## src/sacc_consts.svh

```systemverilog
// Timing and layout constants of the sampling converter control block
`ifndef SACC_CONSTS_SVH
`define SACC_CONSTS_SVH
`define SACC_CLK_NS 50
`define SACC_CONV_NS 4000
`define SACC_TRACK_NS 2000
`define SACC_PWRUP_NS 10000
`define SACC_RES_W 12
`define SACC_BYTE_W 8
`define SACC_NIB_W 4
`define SACC_JR_BIT 1
`define SACC_HBE_BIT 0
`define SACC_ZERO12 12'h000
`define SACC_ONES12 12'hFFF
`define SACC_BYTE_OE 12'hFF0
`endif

```

## src/sacc_pkg.sv

```systemverilog
// Types shared by the sampling converter control block
package sacc_pkg;
  // Host strobes grouped as sampled on the pins
  typedef struct packed {
    logic cs_n;
    logic oe_n;
    logic sc_n;
    logic done_flag_enable_n_n;
  } sacc_bus_t;
  // One finished conversion word
  typedef struct packed {
    logic [11:0] code;
  } sacc_word_t;
  typedef enum logic [1:0] {
    SACC_IDLE = 2'b00,
    SACC_HOLD = 2'b01,
    SACC_TRACK = 2'b10
  } sacc_state_t;
endpackage : sacc_pkg

```

## src/sacc_top.sv

```systemverilog
// Conversion control and host bus interface of a 12-bit sampling converter
// Summary of operation
// - Lockstep mode: start only when chip select and start strobe are both low.
// - Free mode: start on start strobe falling edge, chip select ignored.
// - Idle: done high, sampler tracks; start: sampler holds, done goes low.
// - Sampler returns to track mid conversion; done rises when result completes.
// - Data lines driven only while chip select and output enable are low.
// - Wide format puts all 12 result bits on the lines at once.
// - Byte format: two lowest lines are inputs for justify and byte select.
// - Byte format: upper eight lines carry data, high byte read first.
// - Right justified: high byte is four extension bits and top nibble.
// - Unipolar gives straight binary, bipolar gives twos complement.
// - Lockstep mode: done flag driven only with chip select and enable low.
// - Free mode: done flag open drain, pulls low while converting if enabled.
// - Internal logic finishes reset about 10 us after power-up.
// - Wide format select high picks 12-bit output, low picks byte output.
`timescale 1ns/1ps
`include "sacc_consts.svh"
module sacc_top import sacc_pkg::*; #(
  parameter int CONV_CYCLES = `SACC_CONV_NS / `SACC_CLK_NS,
  parameter int TRACK_CYCLES = `SACC_TRACK_NS / `SACC_CLK_NS,
  parameter int PWRUP_CYCLES = `SACC_PWRUP_NS / `SACC_CLK_NS
) (
  input wire logic core_clk,
  input wire logic rstn,
  input wire logic lockstep_mode,
  input wire logic wide_format_select,
  input wire logic bipolar_offset_pin,
  input wire logic chip_select_n,
  input wire logic output_enable_n,
  input wire logic start_convert_n,
  input wire logic done_flag_enable_n,
  input wire logic [11:0] analog_code,
  input wire logic [11:0] data_bits_in,
  output logic [11:0] data_bits_out,
  output logic [11:0] data_bits_oe,
  output logic conversion_done_out,
  output logic conversion_done_oe,
  output logic sampler_hold,
  output logic logic_ready
);
  localparam int CW = $clog2(PWRUP_CYCLES + CONV_CYCLES + 1);

  // Byte lane selection for the narrow bus
  // Extension bits copy the sign only for a signed (bipolar) code
  function automatic logic [7:0] sacc_byte(input logic [11:0] c, input logic jr,
                                           input logic hbe_n, input logic bip);
    logic [3:0] ext;
    ext = (bip && c[11]) ? 4'hF : 4'h0; // Unipolar pads with zeros
    if (jr)
      sacc_byte = hbe_n ? c[7:0] : {ext, c[11:8]};
    else
      sacc_byte = hbe_n ? {c[3:0], 4'h0} : c[11:4];
  endfunction : sacc_byte

  sacc_bus_t bus;
  sacc_state_t state_r, state_nxt;
  logic [CW-1:0] cnt_r, cnt_nxt;
  logic sc_prev_r, lk_prev_r, ready_r;
  sacc_word_t mem_r [2];
  logic wr_ptr_r, rd_ptr_r;
  logic [1:0] fill_r;
  sacc_word_t res_r;

  assign bus = '{cs_n: chip_select_n, oe_n: output_enable_n, sc_n: start_convert_n,
                 done_flag_enable_n_n: done_flag_enable_n};

  // Start detection; a held-low strobe re-triggers only in lockstep mode, on a new chip select fall
  wire lk_cond = !bus.cs_n && !bus.sc_n;
  wire start_lk = lockstep_mode && lk_cond && !lk_prev_r;
  wire start_fr = !lockstep_mode && sc_prev_r && !bus.sc_n;
  wire start = ready_r && (state_r == SACC_IDLE) && (start_lk || start_fr);
  wire conv_end = (state_r == SACC_TRACK) && (cnt_r == CW'(CONV_CYCLES - 1));
  wire buf_in_rdy = (fill_r != 2'd2);
  wire push = conv_end && buf_in_rdy; // Full buffer stalls the finish
  wire reading = !bus.cs_n && !bus.oe_n;
  wire pop = (fill_r != 2'd0) && !reading; // No word change under a read
  // Offset binary becomes twos complement by flipping the sign bit
  wire [11:0] enc = bipolar_offset_pin ? {~analog_code[11], analog_code[10:0]}
                                       : analog_code;
  wire [7:0] byte_sel = sacc_byte(res_r.code, data_bits_in[`SACC_JR_BIT],
                                  data_bits_in[`SACC_HBE_BIT],
                                  bipolar_offset_pin);
  wire [11:0] dout = wide_format_select ? res_r.code
                                        : {byte_sel, `SACC_NIB_W'(0)};
  wire [11:0] doe = !reading ? `SACC_ZERO12 :
                    (wide_format_select ? `SACC_ONES12 : `SACC_BYTE_OE);
  wire converting = (state_r != SACC_IDLE);
  wire eoc_oe = lockstep_mode ? (!bus.cs_n && !bus.done_flag_enable_n_n)
                              : (converting && !bus.done_flag_enable_n_n);
  wire eoc_val = lockstep_mode && !converting;

  // Conversion sequencer
  always_comb begin
    state_nxt = state_r;
    cnt_nxt = cnt_r;
    case (state_r)
      SACC_IDLE: begin
        cnt_nxt = '0;
        if (start)
          state_nxt = SACC_HOLD;
      end
      SACC_HOLD: begin
        cnt_nxt = cnt_r + CW'(1);
        if (cnt_r == CW'(TRACK_CYCLES - 1))
          state_nxt = SACC_TRACK;
      end
      SACC_TRACK: begin
        if (push)
          state_nxt = SACC_IDLE;
        else if (!conv_end)
          cnt_nxt = cnt_r + CW'(1);
      end
      default: state_nxt = SACC_IDLE;
    endcase
  end

  // Power-up counter shares the conversion counter width
  logic [CW-1:0] pwr_r;
  always_ff @(posedge core_clk) begin
    if (!rstn) begin
      pwr_r <= '0;
      ready_r <= 1'b0;
    end else if (!ready_r) begin
      pwr_r <= pwr_r + CW'(1);
      ready_r <= (pwr_r == CW'(PWRUP_CYCLES - 1));
    end
  end

  // State, edge history and pin registers
  always_ff @(posedge core_clk) begin
    if (!rstn) begin
      state_r <= SACC_IDLE;
      cnt_r <= '0;
      sc_prev_r <= 1'b1;
      lk_prev_r <= 1'b1;
      data_bits_out <= `SACC_ZERO12;
      data_bits_oe <= `SACC_ZERO12;
      conversion_done_out <= 1'b0;
      conversion_done_oe <= 1'b0;
      sampler_hold <= 1'b0;
    end else begin
      state_r <= state_nxt;
      cnt_r <= cnt_nxt;
      sc_prev_r <= bus.sc_n;
      lk_prev_r <= lk_cond;
      data_bits_out <= dout;
      data_bits_oe <= doe;
      conversion_done_out <= eoc_val;
      conversion_done_oe <= eoc_oe;
      sampler_hold <= (state_nxt == SACC_HOLD);
    end
  end
  assign logic_ready = ready_r;

  // Two-entry result buffer; output register refills only between reads
  always_ff @(posedge core_clk) begin
    if (!rstn) begin
      wr_ptr_r <= 1'b0;
      rd_ptr_r <= 1'b0;
      fill_r <= 2'd0;
      res_r <= '0;
    end else begin
      if (push) begin
        mem_r[wr_ptr_r] <= '{code: enc};
        wr_ptr_r <= !wr_ptr_r;
      end
      if (pop) begin
        res_r <= mem_r[rd_ptr_r];
        rd_ptr_r <= !rd_ptr_r;
      end
      fill_r <= fill_r + 2'(push) - 2'(pop);
    end
  end

  // Length of the current hold phase; lets the track check follow TRACK_CYCLES
  // instead of a fixed repetition count that breaks with small parameters
  logic [CW-1:0] hold_len_r;
  always_ff @(posedge core_clk) begin
    if (!rstn)
      hold_len_r <= '0;
    else if (sampler_hold)
      hold_len_r <= hold_len_r + CW'(1);
    else
      hold_len_r <= '0;
  end
endmodule : sacc_top

```

## config.mk

```make
export PLATFORM = sky130hd
export DESIGN_NAME = sacc_top
export DESIGN_NICKNAME = d
export VERILOG_FILES = /design/src/sacc_pkg.sv /design/src/sacc_top.sv
export VERILOG_INCLUDE_DIRS = /design/src /design/src/src
export SDC_FILE = /design/constraint.sdc
export NUM_CORES = 1
export LEC_CHECK = 0
export BUFFER_PORTS_ARGS = -buffer_cell sky130_fd_sc_hd__buf_4
export CAP_MARGIN = 10
export CORE_AREA = 2 2 87 89
export CTS_BUF_LIST = sky130_fd_sc_hd__clkbuf_4 sky130_fd_sc_hd__clkbuf_8
export DETAILED_ROUTE_END_ITERATION = 8
export DIE_AREA = 0 0 89 91
export PLACE_DENSITY = 0.8
export SETUP_SLACK_MARGIN = 0.02
export SLEW_MARGIN = 20
export SYNTH_ARGS = -nofsm -noshare
export SYNTH_HDL_FRONTEND = slang
export SYNTH_SLANG_ARGS = --single-unit
```

## constraint.sdc

```tcl
create_clock -name core_clk -period 2.8 [get_ports core_clk]
set_clock_uncertainty 0.05 [all_clocks]
set_input_delay 0.14 -clock core_clk [delete_from_list [all_inputs] [get_ports core_clk]]
set_output_delay 0.14 -clock core_clk [all_outputs]
set_load 0.02 [all_outputs]
```

## After elaboration in Yosys (flattened, before gate mapping)

Memory sizes are Yosys's and may differ from the RTL's. A register that Yosys moved wholly into a read port is not among the register bits.
Index checks and enable logic that the tools add are counted.

| word-level totals | value |
|---|---|
| input bits | 33 |
| bits in writable memories | 24 |
| bits in registers | 54 |
| output and inout bits | 28 |
| memories kept | 1 |

Memory list:

| name | depth | width | read ports | clocked after memory_dff | wr ports | RTL line | text |
|---|---|---|---|---|---|---|---|
| mem_r | 2 | 12 | 1 | 1 | 1 | sacc_top.sv:60 | `sacc_word_t mem_r [2];` |

| cells by class | value |
|---|---|
| reductions and logical operators | 34 |
| equal/unequal tests | 9 |
| muxes and demuxes | 19 |
| bitwise operators | 1 |
| add/sub/neg operators | 4 |

Operator list:

| cell | number |
|---|---|
| case mux 9 bit (3 select lines) | 1 |
| 2-to-1 mux 12 bit | 2 |
| 2-to-1 mux 8 bit | 3 |
| adder 9 x 1 -> 9 bit (second input constant) | 2 |
| 2-to-1 mux 9 bit | 2 |
| logical AND 1 bit | 15 |
| zero test 1 bit | 11 |
| equality test 9 x 6 -> 1 bit (second input constant) | 1 |
| equality test 9 x 7 -> 1 bit (second input constant) | 1 |
| equality test 9 x 8 -> 1 bit (second input constant) | 1 |
| 2-to-1 mux 4 bit | 2 |
| 2-to-1 mux 2 bit | 3 |
| != test 2 bit (second input constant) | 3 |
| case mux 2 bit (3 select lines) | 1 |
| 2-to-1 mux 1 bit | 5 |
| equality test 2 x 1 -> 1 bit (second input constant) | 2 |
| AND reduction 2 bit | 2 |
| nonzero test 2 bit | 2 |
| AND reduction 3 bit | 1 |
| nonzero test 3 bit | 1 |
| adder 2 x 1 -> 2 bit | 1 |
| equality test 2 bit (second input constant) | 1 |
| zero test 2 bit | 1 |
| subtractor 2 x 1 -> 2 bit | 1 |
| other kinds (2) | 2 |

## Depth between registers and ports, before layout

| depth | value |
|---|---|
| word-level depth | 9 |
| mapped depth | 11 |

## Worst setup path before layout

OpenSTA, ideal clock, no wires.

| timing | value |
|---|---|
| path type | register -> register |
| start | register cnt_r[0] |
| end | register fill_r[1] |
| data required time | 2635 ps |
| library setup time | 115 ps |
| path buffers | 0 |
| path slack | 650 ps |
| cell stages (with the launch flop) | 11 |
| arrival time | 1985 ps |
| clock period less this slack | 2150 ps |
| cell sequence | dfxtp_1 -> ha_1 -> nand4bb_4 -> nor4_4 -> inv_2 -> ha_1 -> inv_1 -> ha_1 -> xnor2_1 -> xnor2_1 -> and2_1 |

| between the ends | value |
|---|---|
| longest elaborated chain between the ends | 5 |

RTL lines:

| element | RTL line | text |
|---|---|---|
| from (decl) | sacc_top.sv:58 | `logic [CW-1:0] cnt_r, cnt_nxt;` |
| from (signal assigned) | sacc_top.sv:144 | `cnt_r <= cnt_nxt;` |
| equality test 9 x 7 -> 1 bit | sacc_top.sv:73 | `wire conv_end = (state_r == SACC_TRACK) && (cnt_r == CW'(CONV_CYCLES - 1));` |
| logical AND 1 bit | sacc_top.sv:73 |  |
| logical AND 1 bit | sacc_top.sv:75 | `wire push = conv_end && buf_in_rdy;` |
| adder 2 x 1 -> 2 bit | sacc_top.sv:172 | `fill_r <= fill_r + 2'(push) - 2'(pop);` |
| subtractor 2 x 1 -> 2 bit | sacc_top.sv:172 |  |
| to (signal assigned) | sacc_top.sv:172 |  |
| to (decl) | sacc_top.sv:62 | `logic [1:0] fill_r;` |

Every way passes these cells.
A chain may end at the register's enable or synchronous reset.

## Worst setup path after layout

| timing | value |
|---|---|
| start | register state_r[0] |
| end | register fill_r[1] |

| between the ends | value |
|---|---|
| longest elaborated chain between the ends | 5 |

RTL lines:

| element | RTL line | text |
|---|---|---|
| from (decl) | sacc_top.sv:57 | `sacc_state_t state_r, state_nxt;` |
| from (signal assigned) | sacc_top.sv:143 | `state_r <= state_nxt;` |
| equality test 2 bit | sacc_top.sv:73 |  |
| logical AND 1 bit | sacc_top.sv:73 |  |
| logical AND 1 bit | sacc_top.sv:75 |  |
| adder 2 x 1 -> 2 bit | sacc_top.sv:172 |  |
| subtractor 2 x 1 -> 2 bit | sacc_top.sv:172 |  |

Every way passes these cells.

==> reports/results.ini <==
[yosys]
synth_cells=311
synthArstFlopShare_pct=0
synth.distinct_cells=57
synth_nets=353
ys_warn_count=0
syn_area_per_cell_um2=11.27
synth_edf_count=24
netlist_area_um2=3506
synth_flop_cell=dfxtp_1
synth-seq-area-share_pct=52.53
ys_ff_latch=80

[timing]
tns_ps=0
rsz0062_at_grt=no
post-route-min-period_ps=2352
worst_slack_ps=447.9
finalCritPeriodShare_pct=84.00
hold-worst-slack_ps=78.23
finalHoldViolations=0
tightest_slew_ps=763.8
setup_viol_count_final=0
drv_slew=0
slew_headroom_pct=49.01
fmax_ghz=0.4252

[worst_setup_path]
end_kind=flop
cp_max_fo=5
cp_data_arrival_time_ps=2540
path_class=reg2reg
critPathRequiredTime_ps=2990
reg2reg_slack_ps=450
cp-start-kind=flop

[cells_and_area]
drive_gt1_share_pct=23.18
final_common_cell=dfxtp_1
n_antenna_cell=0
layout.nets=408
post-route-cell-area_um2=4230
syn_to_final_growth_pct=20.66
fill_cells=603
utilization_pct=59.27
layout_common_cells=dfxtp_1, buf_4, nand2_1
finalNonFillerCells=470

[routing]
drc_errors=0
wl_um=6465
first_iter_violations=153
detail-route-antenna-nets=0
wl_per_cell_um=13.76
avgViaCountPerCell=5.155
firstDrtPassIters=5
vias=2423

[floorplan]
initial_core_util_pct=49.12
die-width_um=89
io_pins=61
rows=31
die_y_um=91
die_area_um2=8099
coreArea_um2=7137

[place]
place_ws_ps=458.3
portBuffers=50
dpl_cell_area_um2=3879
dp.final_hpwl_um=4295
gp_congestion=0.8315
dp.cells=437

[clock_network]
hold_buffers=17
post_cts_resized=0
cts.sinks=80
clk_latency_ps=340
post_cts_buffers=0
cts_tree=done
clockBufferDepth=2
ctsRootBufferMaster=clkbuf_8
cts-htree-levels=3
cts_buffers=9
clk_pin_slew_ps=70

[power]
peakVddDrop_mv=0.3863
p_per_area_nw_per_um2=637.9
leakage_nw=1.804
finalPower_mw=2.698

[min_path]
hp-class=in2reg

[global_routing]
track_usage_pct=17.02
grt_pass1_wl_um=10650
overflow=0
antenna_found_initial=0
grt_pass1_vias=2367
grt_max_degree=54

[run_status]
status=complete, no violations

[run]
maxCapViolCount=0

[final cells by class]
cell class              instances  area (um2)  area share (%)
flip-flops and latches         80        1842           43.54
multi-input cells             198        1493           35.29
repair buffers                 69       560.5           13.25
clock buffers                  12       152.6           3.608
well taps                      99       123.9           2.928
inverters                       8       30.03          0.7098
clock inverters                 4       28.78          0.6803
[state kept, by name, summed over array words and instances (netlist names)]
signal               count
cnt_r                    9
mem_r                   24
lk_prev_r                1
state_r                  2
data_bits_oe             2
rd_ptr_r                 1
conversion_done_out      1
fill_r                   2
wr_ptr_r                 1
sampler_hold             1
conversion_done_oe       1
sc_prev_r                1
data_bits_out           12
logic_ready              1
res_r                   12
pwr_r                    9
[critical path: stages, from the launching register on]
cell      delay [ps]
dfxtp_1          370
inv_1            110
ha_1             230
nand4b_2         220
nor4_4           250
inv_2            100
ha_1             290
inv_1             40
ha_1             180
xnor2_1          190
xnor2_1           80
and2_1           140
[path summary, 6_finish.rpt]
check                           cells after the start                   from                      to
worst max-delay path                               11  state_r[0]$_SDFF_PN0_    fill_r[1]$_SDFF_PN0_
worst min-delay path                                2        analog_code[11]  mem_r[0][11]$_DFFE_PP_
worst max register to register                     11  state_r[0]$_SDFF_PN0_    fill_r[1]$_SDFF_PN0_
worst min register to register                      2  cnt_r[1]$_SDFFE_PN0P_   cnt_r[1]$_SDFFE_PN0P_
[layer usage]
layer | part of all wire, % | routed length [um] | track usage (%)
met3 | 4.5 | 293 | 4.727
met2 | 47 | 3062 | 27.30
met5 | 0 | 0 | 0
met4 | 2.5 | 163 | 8.333
met1 | 46 | 2945 | 20.76
[cell families after synthesis]
kind of cell,count (synthesis),synth area share [%]
muxes,23,6.781
and+or+nand+nor,102,17.84
AOI/OAI and AO/OA,47,10.49
DFF,80,52.53
xor gates and xnor gates,17,4.247
adders and majority gates,9,3.212
buffers and inverters,33,4.890
[synth_stat cells, drive strengths merged, types with 3 or more instances]
| cell type | number | share of area [%] |
|---|---|---|
| xnor2 | 11 | 2.7 |
| nand2 | 26 | 2.8 |
| a21oi | 13 | 1.9 |
| nor2 | 9 | 0.96 |
| buf | 15 | 3.0 |
| nor4 | 4 | 1.1 |
| o21ai | 6 | 0.96 |
| nor2b | 6 | 1.1 |
| nor3 | 4 | 0.57 |
| inv | 8 | 0.86 |
| mux2i | 17 | 4.9 |
| o211a | 12 | 3.4 |
| edfxtp | 24 | 21 |
| nand3 | 6 | 0.86 |
| and3 | 9 | 1.6 |
| mux2 | 6 | 1.9 |
| xor2 | 6 | 1.5 |
| ha | 9 | 3.2 |
| and2 | 17 | 3.1 |
| dfxtp | 56 | 32 |
| clkbuf | 10 | 1.1 |
| and4b | 3 | 0.86 |
[report_power, final]
part	total (mW)	internal, mW	switching (mW)
sequential	1.41	1.31	0.107
clock	0.766	0.370	0.396
combinational	0.519	0.275	0.243
total	2.70	1.95	0.747
Note: power is estimated with default switching activity, not from simulation.
